### config.mk
export PLATFORM = sky130hd
export DESIGN_NAME = twse_top
export DESIGN_NICKNAME = d
export VERILOG_FILES = /design/src/hdl/twse_pkg.sv /design/src/hdl/twse_top.sv
export VERILOG_INCLUDE_DIRS = /design/src /design/src/hdl
export SDC_FILE = /design/constraint.sdc
export NUM_CORES = 1
export LEC_CHECK = 0
export BUFFER_PORTS_ARGS = -buffer_cell sky130_fd_sc_hd__buf_2
export CAP_MARGIN = 20
export CORE_MARGIN = 2
export CORE_UTILIZATION = 51
export DETAILED_ROUTE_END_ITERATION = 10
export GPL_ROUTABILITY_DRIVEN = 1
export MAX_ROUTING_LAYER = met4
export PLACE_DENSITY = 0.82
export SYNTH_ARGS = -nofsm -noshare
export SYNTH_HDL_FRONTEND = slang
export SYNTH_SLANG_ARGS = --single-unit
### constraint.sdc
create_clock -name MCLK_I -period 2.3 [get_ports MCLK_I]
set_clock_uncertainty 0.05 [all_clocks]
set_input_delay 0.46 -clock MCLK_I [delete_from_list [all_inputs] [get_ports MCLK_I]]
set_output_delay 0.46 -clock MCLK_I [all_outputs]
set_load 0.005 [all_outputs]
### src/hdl/twse_defs.svh
// Constants for the two-wire slave-receive end and bus error block.
// Assumes byte addresses on a 32-bit Avalon-MM slave and a 200 MHz clock.
`ifndef TWSE_DEFS_SVH
`define TWSE_DEFS_SVH
// Register word offsets, matched against address bits 3:2
`define TWSE_OFS_CTRL 2'h0
`define TWSE_OFS_STAT 2'h1
`define TWSE_OFS_DATA 2'h2
`define TWSE_OFS_ADDR 2'h3
// Control field positions
`define TWSE_CB_DONE 7
`define TWSE_CB_ACK 6
`define TWSE_CB_BEGIN 5
`define TWSE_CB_END 4
`define TWSE_CB_EN 2
// Reset values
`define TWSE_RST_CTRL 8'h00
`define TWSE_RST_PRESC 2'h0
`define TWSE_RST_ADDR 8'h02
`define TWSE_RST_DATA 8'h01
// Status codes, upper five bits significant
`define TWSE_ST_IDLE 8'hF8
`define TWSE_ST_IDLE_HI 5'h1F
`define TWSE_ST_BERR 8'h00
`define TWSE_ST_START 8'h08
`define TWSE_ST_RSTART 8'h10
`define TWSE_ST_SLA 8'h60
`define TWSE_ST_GCA 8'h70
`define TWSE_ST_DACK 8'h80
`define TWSE_ST_DNACK 8'h88
`define TWSE_ST_GDACK 8'h90
`define TWSE_ST_GDNACK 8'h98
`define TWSE_ST_STOPRX 8'hA0
`define TWSE_GCALL 7'h00
// Timing: half bit phase of generated conditions
`define TWSE_CLK_NS 5
`define TWSE_T_HALF_NS 5000
`define TWSE_T_HALF_CYC ((`TWSE_T_HALF_NS + `TWSE_CLK_NS - 1) / `TWSE_CLK_NS)
`endif

### src/hdl/twse_pkg.sv
// Types for the two-wire slave-receive end and bus error block.
// Constants live in twse_defs.svh; this package holds types only.
package twse_pkg;
	// Block states, one-hot
	typedef enum logic [8:0] {
		S_IDLE = 9'h001,
		S_ADDR = 9'h002,
		S_AACK = 9'h004,
		S_DATA = 9'h008,
		S_DACK = 9'h010,
		S_HOLD = 9'h020,
		S_MSTART = 9'h040,
		S_MOWN = 9'h080,
		S_MSTOP = 9'h100
	} twse_state_e;
	// Software control bits
	typedef struct packed {
		logic step_done;
		logic ack_enable;
		logic begin_request;
		logic end_condition_request;
		logic enable;
	} twse_ctrl_s;
	// Line drive pair
	typedef struct packed {
		logic scl;
		logic sda;
	} twse_lines_s;
endpackage

### src/hdl/twse_top.sv
// Two-wire unit: slave receive, end-of-transfer handling, bus error and START ownership.
// Assumes open-drain SCL/SDA outside, pin inputs asynchronous, one 200 MHz clock.
//
// Overview of operation
// - STOP/restart while addressed reports 0xA0, then unaddressed
// - Recognition of own and broadcast follows ack-enable
// - Begin request queues START until bus free
// - Status reads 0xF8 plus the prescaler bits while step-done is clear
// - Misplaced START/STOP inside frame gives status 0x00
// - Bus error sets step-done flag
// - Recovery unaddresses and clears end request and bus-busy only
// - Recovery releases lines, sends no STOP
// - Repeated START keeps bus ownership as master
// - Status holds 5-bit code above prescaler bits
// - Address LSB enables broadcast address recognition
`include "twse_defs.svh"
`timescale 1ns/10ps
`default_nettype none
module twse_top
	import twse_pkg::*;
(
	input wire logic MCLK_I,
	input wire logic RST_I,
	input wire logic [3:0] AVS_ADDRESS_I,
	input wire logic AVS_READ_I,
	input wire logic AVS_WRITE_I,
	input wire logic [31:0] AVS_WRITEDATA_I,
	input wire logic [3:0] AVS_BYTEENABLE_I,
	output logic [31:0] AVS_READDATA_O,
	output logic AVS_WAITREQUEST_O,
	input wire logic SCL_I,
	output logic SCL_O,
	output logic SCL_OE_N_O,
	input wire logic SDA_I,
	output logic SDA_O,
	output logic SDA_OE_N_O
);
	localparam logic [9:0] T_HALF = 10'(`TWSE_T_HALF_CYC); // Condition phase length
	// Pin synchronisers, third stage for edges
	logic [2:0] scl_sy_r, scl_sy_nxt;
	logic [2:0] sda_sy_r, sda_sy_nxt;
	// Main state
	twse_state_e st_r, st_nxt;
	twse_ctrl_s ctrl_r, ctrl_nxt; // Software control bits
	twse_lines_s drv_r, drv_nxt; // Lines pulled low when set
	logic [7:0] code_r, code_nxt; // Status code behind the flag
	logic [1:0] presc_r, presc_nxt; // Prescaler field
	logic [7:0] oar_r, oar_nxt; // Own address and broadcast enable
	logic [7:0] data_r, data_nxt; // Last byte received
	logic [7:0] sh_r, sh_nxt; // Receive shifter
	logic [3:0] cnt_r, cnt_nxt; // Bits in current byte
	logic [1:0] ph_r, ph_nxt; // Sub-phase
	logic [9:0] tmr_r, tmr_nxt; // Condition timer
	logic gc_r, gc_nxt; // Addressed by broadcast
	logic ackp_r, ackp_nxt; // Acknowledge planned for next byte
	logic endst_r, endst_nxt; // Held state ends the transfer
	logic berr_r, berr_nxt; // Held state is a bus error
	logic busy_r, busy_nxt; // Bus between START and STOP
	logic own_r, own_nxt; // Bus owned as master
	logic done_r, done_nxt; // Bus access answered this cycle
	logic [7:0] rd_r, rd_nxt; // Read data
	// Derived events
	logic scl_rise, scl_fall, cond_start, cond_stop;
	logic acc_wr, acc_rd;
	logic [7:0] stat_view;
	logic addr_hit, gc_hit;

	// Sync next values
	always_comb begin
		scl_sy_nxt = {scl_sy_r[1:0], SCL_I};
		sda_sy_nxt = {sda_sy_r[1:0], SDA_I};
	end

	// Sync registers
	always_ff @(posedge MCLK_I) begin
		if (RST_I) begin
			scl_sy_r <= 3'h7;
			sda_sy_r <= 3'h7;
		end else begin
			scl_sy_r <= scl_sy_nxt;
			sda_sy_r <= sda_sy_nxt;
		end
	end

	// Edges and conditions from synced stages only
	assign scl_rise = scl_sy_r[1] & ~scl_sy_r[2];
	assign scl_fall = ~scl_sy_r[1] & scl_sy_r[2];
	assign cond_start = scl_sy_r[1] & scl_sy_r[2] & sda_sy_r[2] & ~sda_sy_r[1];
	assign cond_stop = scl_sy_r[1] & scl_sy_r[2] & ~sda_sy_r[2] & sda_sy_r[1];

	// One wait state per access; write lands when waitrequest drops
	assign AVS_WAITREQUEST_O = (AVS_READ_I | AVS_WRITE_I) & ~done_r;
	assign acc_wr = AVS_WRITE_I & done_r & AVS_BYTEENABLE_I[0];
	assign acc_rd = AVS_READ_I & ~done_r;
	assign AVS_READDATA_O = {24'h000000, rd_r};

	// Status view: idle code whenever the flag is down
	// Prescaler always readable, so software masks it before comparing codes
	assign stat_view = {(ctrl_r.step_done ? code_r[7:3] : `TWSE_ST_IDLE_HI), 1'b0, presc_r};
	// Address match, gated by ack enable
	assign addr_hit = ctrl_r.ack_enable & (sh_r[7:1] == oar_r[7:1]) & ~sh_r[0];
	assign gc_hit = ctrl_r.ack_enable & oar_r[0] & (sh_r[7:1] == `TWSE_GCALL);
	// Open-drain outputs: enable low while pulling low
	assign SCL_O = 1'b0;
	assign SDA_O = 1'b0;
	assign SCL_OE_N_O = ~drv_r.scl;
	assign SDA_OE_N_O = ~drv_r.sda;

	// Main next-state logic
	always_comb begin
		st_nxt = st_r;
		{ctrl_nxt, drv_nxt, code_nxt} = {ctrl_r, drv_r, code_r};
		{presc_nxt, oar_nxt, data_nxt} = {presc_r, oar_r, data_r};
		{sh_nxt, cnt_nxt, ph_nxt} = {sh_r, cnt_r, ph_r};
		tmr_nxt = (tmr_r != 10'h000) ? tmr_r - 10'h001 : tmr_r;
		{gc_nxt, ackp_nxt, endst_nxt, berr_nxt} = {gc_r, ackp_r, endst_r, berr_r};
		{busy_nxt, own_nxt} = {busy_r, own_r};
		done_nxt = (AVS_READ_I | AVS_WRITE_I) & ~done_r;
		rd_nxt = rd_r;
		// Register reads, unmapped words read zero
		if (acc_rd) begin
			case (AVS_ADDRESS_I[3:2])
				`TWSE_OFS_CTRL: rd_nxt = {ctrl_r.step_done, ctrl_r.ack_enable, ctrl_r.begin_request,
					ctrl_r.end_condition_request, 1'b0, ctrl_r.enable, 2'h0};
				`TWSE_OFS_STAT: rd_nxt = stat_view;
				`TWSE_OFS_DATA: rd_nxt = data_r;
				`TWSE_OFS_ADDR: rd_nxt = oar_r;
				default: rd_nxt = 8'h00;
			endcase
		end
		// Register writes; flag clears on writing one
		if (acc_wr) begin
			case (AVS_ADDRESS_I[3:2])
				`TWSE_OFS_CTRL: begin
					if (AVS_WRITEDATA_I[`TWSE_CB_DONE]) begin
						ctrl_nxt.step_done = 1'b0;
					end
					ctrl_nxt.ack_enable = AVS_WRITEDATA_I[`TWSE_CB_ACK];
					ctrl_nxt.begin_request = AVS_WRITEDATA_I[`TWSE_CB_BEGIN];
					ctrl_nxt.end_condition_request = AVS_WRITEDATA_I[`TWSE_CB_END];
					ctrl_nxt.enable = AVS_WRITEDATA_I[`TWSE_CB_EN];
				end
				`TWSE_OFS_STAT: presc_nxt = AVS_WRITEDATA_I[1:0];
				`TWSE_OFS_DATA: data_nxt = AVS_WRITEDATA_I[7:0];
				`TWSE_OFS_ADDR: oar_nxt = AVS_WRITEDATA_I[7:0];
				default: ;
			endcase
		end
		// Bus busy tracking for queued START
		if (cond_start) begin
			busy_nxt = 1'b1;
		end else if (cond_stop) begin
			busy_nxt = 1'b0;
		end
		case (st_r)
			// Idle: watch for START, or send a queued one on a free bus
			S_IDLE: begin
				if (!ctrl_r.enable) begin
					st_nxt = S_IDLE;
				end else if (cond_start) begin
					st_nxt = S_ADDR;
					cnt_nxt = 4'h0;
				end else if (ctrl_r.begin_request && !busy_r && !ctrl_r.step_done) begin
					st_nxt = S_MSTART;
					ph_nxt = 2'h0;
					tmr_nxt = T_HALF;
				end
			end
			// Address byte shifting
			S_ADDR: begin
				if ((cond_start || cond_stop) && cnt_r != 4'h0) begin
					code_nxt = `TWSE_ST_BERR;
					ctrl_nxt.step_done = 1'b1;
					berr_nxt = 1'b1;
					endst_nxt = 1'b1;
					st_nxt = S_HOLD;
				end else if (cond_stop) begin
					st_nxt = S_IDLE;
				end else if (scl_rise) begin
					sh_nxt = {sh_r[6:0], sda_sy_r[1]};
					cnt_nxt = cnt_r + 4'h1;
				end else if (cnt_r == 4'h8) begin
					// Not for us: drop back to unaddressed
					st_nxt = (addr_hit || gc_hit) ? S_AACK : S_IDLE;
					gc_nxt = gc_hit & ~addr_hit;
					ph_nxt = 2'h0;
				end
			end
			// Address or data acknowledge bit
			S_AACK, S_DACK: begin
				if (cond_start || cond_stop) begin
					code_nxt = `TWSE_ST_BERR;
					ctrl_nxt.step_done = 1'b1;
					berr_nxt = 1'b1;
					endst_nxt = 1'b1;
					drv_nxt.sda = 1'b0;
					st_nxt = S_HOLD;
				end else if (scl_fall && ph_r == 2'h0) begin
					drv_nxt.sda = (st_r == S_AACK) | ackp_r;
					ph_nxt = 2'h1;
				end else if (scl_fall) begin
					// Ninth clock done: report, and stall unless the held state ends the transfer
					drv_nxt.sda = 1'b0;
					drv_nxt.scl = 1'b1;
					ctrl_nxt.step_done = 1'b1;
					berr_nxt = 1'b0;
					st_nxt = S_HOLD;
					if (st_r == S_AACK) begin
						code_nxt = gc_r ? `TWSE_ST_GCA : `TWSE_ST_SLA;
						endst_nxt = 1'b0;
					end else begin
						data_nxt = sh_r;
						endst_nxt = ~ackp_r;
						code_nxt = gc_r ? (ackp_r ? `TWSE_ST_GDACK : `TWSE_ST_GDNACK)
							: (ackp_r ? `TWSE_ST_DACK : `TWSE_ST_DNACK);
					end
				end
			end
			// Data byte shifting
			S_DATA: begin
				if ((cond_start || cond_stop) && cnt_r <= 4'h1) begin
					// End of transfer: condition inside the first bit's high phase
					code_nxt = `TWSE_ST_STOPRX;
					ctrl_nxt.step_done = 1'b1;
					berr_nxt = 1'b0;
					endst_nxt = 1'b1;
					st_nxt = S_HOLD;
				end else if (cond_start || cond_stop) begin
					code_nxt = `TWSE_ST_BERR;
					ctrl_nxt.step_done = 1'b1;
					berr_nxt = 1'b1;
					endst_nxt = 1'b1;
					st_nxt = S_HOLD;
				end else if (scl_rise) begin
					sh_nxt = {sh_r[6:0], sda_sy_r[1]};
					cnt_nxt = cnt_r + 4'h1;
				end else if (cnt_r == 4'h8) begin
					st_nxt = S_DACK;
					ph_nxt = 2'h0;
				end
			end
			// Waiting for software to clear the flag
			S_HOLD: begin
				drv_nxt.scl = ctrl_r.step_done & ~endst_r;
				if (!ctrl_r.step_done) begin
					drv_nxt.scl = 1'b0;
					if (endst_r) begin
						// Unaddressed; ack enable decides next recognition
						st_nxt = S_IDLE;
						if (berr_r && ctrl_r.end_condition_request) begin
							// Internal reset only, lines free, no STOP
							ctrl_nxt.end_condition_request = 1'b0;
							drv_nxt = 2'b00;
							busy_nxt = 1'b0;
						end
					end else begin
						st_nxt = S_DATA;
						cnt_nxt = 4'h0;
						ackp_nxt = ctrl_r.ack_enable;
					end
				end
			end
			// START or repeated START generation
			S_MSTART: begin
				if (tmr_r == 10'h000) begin
					tmr_nxt = T_HALF;
					ph_nxt = ph_r + 2'h1;
					case (ph_r)
						2'h0: drv_nxt = 2'b00;
						2'h1: drv_nxt.sda = 1'b1;
						default: begin
							drv_nxt.scl = 1'b1;
							code_nxt = own_r ? `TWSE_ST_RSTART : `TWSE_ST_START;
							own_nxt = 1'b1;
							ctrl_nxt.step_done = 1'b1;
							ctrl_nxt.begin_request = 1'b0;
							st_nxt = S_MOWN;
						end
					endcase
				end
			end
			// Bus owned: stall, then repeat START or STOP
			S_MOWN: begin
				drv_nxt.scl = 1'b1;
				if (!ctrl_r.step_done && ctrl_r.begin_request) begin
					st_nxt = S_MSTART;
					ph_nxt = 2'h0;
					tmr_nxt = T_HALF;
				end else if (!ctrl_r.step_done && ctrl_r.end_condition_request) begin
					st_nxt = S_MSTOP;
					ph_nxt = 2'h0;
					drv_nxt.sda = 1'b1;
					tmr_nxt = T_HALF;
				end
			end
			// STOP generation, gives the bus up
			S_MSTOP: begin
				if (tmr_r == 10'h000) begin
					tmr_nxt = T_HALF;
					ph_nxt = ph_r + 2'h1;
					case (ph_r)
						2'h0: drv_nxt.scl = 1'b0;
						2'h1: drv_nxt.sda = 1'b0;
						default: begin
							own_nxt = 1'b0;
							ctrl_nxt.end_condition_request = 1'b0;
							st_nxt = S_IDLE;
						end
					endcase
				end
			end
			default: st_nxt = S_IDLE;
		endcase
	end

	// Main registers
	always_ff @(posedge MCLK_I) begin
		if (RST_I) begin
			st_r <= S_IDLE;
			{ctrl_r, drv_r} <= 7'h00;
			{code_r, presc_r} <= {`TWSE_ST_IDLE, `TWSE_RST_PRESC};
			{oar_r, data_r} <= {`TWSE_RST_ADDR, `TWSE_RST_DATA};
			{sh_r, cnt_r, ph_r, tmr_r} <= 24'h000000;
			{gc_r, ackp_r, endst_r, berr_r, busy_r, own_r, done_r} <= 7'h00;
			rd_r <= 8'h00;
		end else begin
			st_r <= st_nxt;
			{ctrl_r, drv_r, code_r} <= {ctrl_nxt, drv_nxt, code_nxt};
			{presc_r, oar_r, data_r} <= {presc_nxt, oar_nxt, data_nxt};
			{sh_r, cnt_r, ph_r, tmr_r} <= {sh_nxt, cnt_nxt, ph_nxt, tmr_nxt};
			{gc_r, ackp_r, endst_r, berr_r} <= {gc_nxt, ackp_nxt, endst_nxt, berr_nxt};
			{busy_r, own_r, done_r, rd_r} <= {busy_nxt, own_nxt, done_nxt, rd_nxt};
		end
	end
endmodule // twse_top
`default_nettype wire

* Yosys cells after proc, flatten, opt, wreduce, memory -nomap -nowiden *
Cells that the tools add are included.

cells by class
  $lt $le $gt $ge = 1
  bitwise logic cells = 34
  reductions and logical operators = 42
  add/sub/neg operators = 3
  mux-type cells = 149
  equality and inequality tests = 53

operator list
  cell                                  count
  9-bit 2-to-1 mux                      21
  8-bit 2-to-1 mux                      21
  9-bit case mux with 8 select lines    1
  10-bit 2-to-1 mux                     7
  8-bit case mux with 4 select lines    2
  2-bit != test, second input constant  25
  1-bit 2-to-1 mux                      48
  4-bit 2-to-1 mux                      12
  2-bit 2-to-1 mux                      18
  5-bit 2-to-1 mux                      6
  10-bit case mux with 3 select lines   1
  4-bit != test, second input constant  6
  5-bit AND reduction                   4
  1-bit AND                             17
  4-bit case mux with 4 select lines    1
  8-bit case mux with 2 select lines    1
  3-bit != test, second input constant  5
  1-bit NOT                             15
  13-bit AND reduction                  1
  2-bit case mux with 6 select lines    1
  12-bit AND reduction                  1
  4-bit nonzero test                    3
  11-bit AND reduction                  1
  10-bit zero test                      1
  other kinds (40)                      63

word-level totals
  input port bits = 46
  register bits after elaboration = 87
  output and inout port bits = 37
  logic and storage cells = 308

* Logic depth before layout (Yosys ltp) *
  depth after elaboration = 10
  gate-level depth with buffers = 10

* Least setup slack after synthesis *
Ideal clock, no wire load.

  path type = register to register
  from = register tmr_r[0]
  to = register ph_r[1]
  path slack = -0.094 ns
  period minus slack after synthesis = 2.394 ns
  buffers on the path = 1
  stages on the path, launching flop included = 11
  setup time = 0.065 ns
  arrival = 2.279 ns
  path through = dfxtp_1 -> inv_1 -> ha_1 -> nor4b_1 -> and3_1 -> buf_2 -> clkinv_1 -> a22o_1 -> a2111oi_4 -> mux2_2 -> nor2_1

on the way
  word-level cells in the longest chain between the ends = 3

ends and longest elaborated chain
  item                                                       RTL line                          source
  start, declared                                            twse_top.sv:53                    logic [9:0] tmr_r, tmr_nxt;
  start signal, assigned                                     twse_top.sv:330                   {sh_r, cnt_r, ph_r, tmr_r} <= {sh_nxt, cnt_nxt, ph_nxt, tmr_nxt};
  10-bit zero test                                           twse_top.sv:265, twse_top.sv:298
  2-bit by 1-bit != test with 1-bit output (no source line)  n/a
  12-bit AND reduction (no source line)                      n/a
  end signal, assigned                                       twse_top.sv:330
  end, declared                                              twse_top.sv:52                    logic [1:0] ph_r, ph_nxt;

No other way between the ends.
A chain may end at the register's enable or synchronous reset.

* Worst setup path in the final report *
  from = register st_r[8]
  to = register cnt_r[1]

on the way
  word-level cells in the longest chain between the ends = 3
  elaborated cells between the ends (all ways) = 15
  classes of those cells = eq/ne (12); mux (1); reduce/logical (2)

ends and longest elaborated chain
  item                                                                    RTL line         source
  start, declared                                                         twse_top.sv:43   twse_state_e st_r, st_nxt;
  start signal, assigned                                                  twse_top.sv:327  st_r <= st_nxt;
  9-bit by 6-bit equality test with 1-bit output (tied with other cells)  twse_top.sv:155  case (st_r)
  4-bit nonzero test (no source line) or 2-bit != test (tied branches)    n/a
  9-bit AND reduction (no source line)                                    n/a
  end signal, assigned                                                    twse_top.sv:330
  end, declared                                                           twse_top.sv:51   logic [3:0] cnt_r, cnt_nxt;

Parallel ways exist; a longest one is shown, timed or not.

==> flow_metrics.tcl <==
set metrics [dict create \
    cpPeakStageDelay_ns 0.56 \
    rr_startpoint "st_r[8]" \
    r2r_end "cnt_r[1]" \
    worstSetupPathType "register to register" \
    coreArea_um2 9240 \
    ir_drop_mv 0.562 \
    rsz0062_at_grt "yes" \
    grt_pass1_vias 4278 \
    netlist_instances 564 \
    syn_area_um2 4840 \
    synth_edf_count 0 \
    violations "negative setup slack" \
    crit_path_top_delay_cell "or4_4" \
    min_period_ns 2.33 \
    place_congestion 0.955 \
    overflow 0 \
    chipWidth_um 101 \
    fin_nets 704 \
    synthTopCellsByArea "dfxtp_1 35%, mux2i_1 6.4%, nor2_1 4.8%, buf_4 4.0%, a21oi_1 3.2%" \
    finalCritPeriodShare_pct 101 \
    track_usage_pct 27.2 \
    hp-class "primary input to register" \
    viasPerCell 5.80 \
    clock_sinks 84 \
    ant_nets 0 \
    cp-startpoint "st_r[8]" \
    cp-start-kind "register" \
    hold_viol 0 \
    status "finished with violations" \
    place_ws_ns -0.106 \
    synthArstFlopShare_pct 0 \
    slew_violations 0 \
    ys_seq_elements 84 \
    ys.flop_type "dfxtp_1" \
    clkTransAtPathRegs_ns 0.09 \
    power.density_nw_per_um2 572 \
    slew_headroom_pct 63.3 \
    dieArea_um2 10300 \
    syn_to_final_growth_pct 21.6 \
    maxCapViolCount 0 \
    critical_path.max_fanout 4 \
    worst_slack_ns -0.0315 \
    arrival_ns 2.58 \
    htreeDepth 3 \
    routed_wl_mm 13.4 \
    post_drt_wl_per_cell_um 17.1 \
    worstSetupEndpointType "register" \
    reg2regPathDepth 7 \
    grt_pass1_wl_mm 21.3 \
    antenna_found_initial 0 \
    worst_pin_slew_ns 0.550 \
    remaining_drc_errors 0 \
    setup_violations 1 \
    tritoncts "done" \
    antennaDiodeCount 0 \
    endpoint "cnt_r[1]" \
    yosys_warnings 0 \
    dp_cells 761 \
    drt_iter0_drc 270 \
    yosysSeqAreaShare_pct 34.7 \
    clock_latency_ns 0.36 \
    grt_start_max_net_pins 36 \
    crit_chain "or4_4, nor4b_4, buf_4, nand3_2, a221o_1, mux2_1, nor2_1" \
    fmax_mhz 429 \
    ys_types 70 \
    die-height_um 101 \
    io_buffers 27 \
    post-synth-top-area-fraction_pct 34.7 \
    dr.pass1.iters 5 \
    final_cell_count_no_fill 784 \
    ctsLongestPathBuffers 2 \
    hpwlAfterDp_mm 10.1 \
    io_pins 83 \
    cp.required_ns 2.55 \
    vias 4545 \
    drive_gt1_share_pct 30.4 \
    cts_buffers 9 \
    p_leak_uw 0.00247 \
    regToRegSetupSlack_ns -0.03 \
    core.rowCount 35 \
    synth_area_per_cell_um2 8.58 \
    start_util_pct 52.4 \
    root_buffer "clkbuf_8" \
    yosys.area.top_type "dfxtp_1" \
]
## what timing repair did
action | CTS | global route
buffers inserted | 1 | 6
setup endpoints to repair | 18 | 41
resized for setup | 14 | 32
hold buffers | 0 | 0
pin swaps | 4 | 10
## worst min-delay path by stage
stage	start	to	slack, ns	cells past startpoint
floorplan	scl_sy_r[0]	scl_sy_r[1]	0.34	1
global placement	scl_sy_r[0]	scl_sy_r[1]	0.34	1
detailed placement	scl_sy_r[0]	scl_sy_r[1]	0.35	1
CTS	SDA_I	sda_sy_r[0]	0.23	2
global route	SDA_I	sda_sy_r[0]	0.23	2
finish	SDA_I	sda_sy_r[0]	0.23	2
## cell families (layout without fill, tap and decap cells)
logic type | after synthesis | count (layout) | synth area share (%)
buffers and inverters | 74 | 140 | 8.12
AND/OR/NAND/NOR | 227 | 227 | 26.2
XOR/XNOR | 17 | 17 | 3.08
adder cells (fa/ha/maj) | 8 | 8 | 2.07
AO/OA/AOI/OAI | 110 | 110 | 15.6
flip-flops | 84 | 84 | 34.7
other | 1 | 26 | 0.0775
multiplexers | 43 | 43 | 10.1
## synth_stat cells (all sizes together), types with 3 or more instances
cell type	n
inv	14
mux4	4
or3	7
nor3b	5
mux2	8
o21ai	18
ha	8
nand3	19
nor4	9
and3	11
nand2	25
and4b	3
mux2i	31
nand4b	3
xnor2	9
nor3	25
dfxtp	84
a211oi	13
a221o	3
or3b	3
nor4b	6
nor2	62
nand2b	13
a31oi	4
nor2b	4
o22ai	6
or2	11
nand4	4
or4	7
buf	35
xor2	8
a221oi	8
o211ai	5
and2	4
clkbuf	24
a21oi	31
## layer usage
metal  global-route usage, %  vias to the layer above  wire length, um
met5                       -                        -                0
met4                    6.96                        0              303
met3                    5.66                       25              757
met2                    45.3                      155             6530
met1                    33.7                     2199             5790
li1                        -                     2166                -
## critical path, delay by kind of cell, from the launching register on
kind / cells / cell delay, ns
AND/OR/NAND/NOR: 4 / 0.96
AO/OA/AOI/OAI: 1 / 0.40
flip-flops: 1 / 0.35
multiplexers: 1 / 0.33
buffers and inverters: 1 / 0.18
## through the flow
stage | total power [uW] | setup TNS (ns) | hold WS [ns] | cell area, um^2 | utilization, %
2_1_floorplan | 2110 | -0.00659 | 0.339 | 4970 | -
3_3_place_gp | 2280 | -0.346 | 0.343 | 5470 | 59.2
3_5_place_dp | 2310 | -0.717 | 0.354 | 5470 | 59.2
4_1_cts | 3350 | -0.108 | 0.227 | 5740 | 62.1
5_1_grt | 3540 | -0.516 | 0.228 | 5890 | 63.7
6_report | 3370 | -0.0315 | 0.228 | 5890 | 63.7
## registers in the layout (all words and copies together) (netlist names)
signal / cells
data_r: 8
rd_r: 8
gc_r: 1
ctrl_r: 5
st_r: 9
ph_r: 2
presc_r: 2
berr_r: 1
sda_sy_r: 3
done_r: 1
oar_r: 8
ackp_r: 1
scl_sy_r: 3
endst_r: 1
sh_r: 8
drv_r: 2
busy_r: 1
tmr_r: 10
code_r: 5
cnt_r: 4
own_r: 1
## power by group
part | internal, uW | switching, uW
logic | 364 | 375
registers | 1540 | 60.7
clock network | 465 | 568
total | 2360 | 1000
## cells in the final DEF, fill, tap and decap left out, drive strengths merged, types with 9 or more instances in the layout
master    n
a211oi   13
a21oi    31
and3     11
buf     109
clkbuf   11
conb     26
dfxtp    84
inv      16
mux2i    31
nand2    25
nand2b   13
nand3    19
nor2     62
nor3     25
nor4      9
o21ai    18
or2      11
xnor2     9
## layout make-up
type / instances / area (um^2)
multi-input combinational: 431 / 3020
clock buffer: 11 / 151
fill: 763 / 3350
clock inverter: 5 / 45.0
inverter: 15 / 58.8
timing repair buffer: 109 / 754
sequential: 84 / 1690
tap: 129 / 161
(Power assumes the default switching activity.)
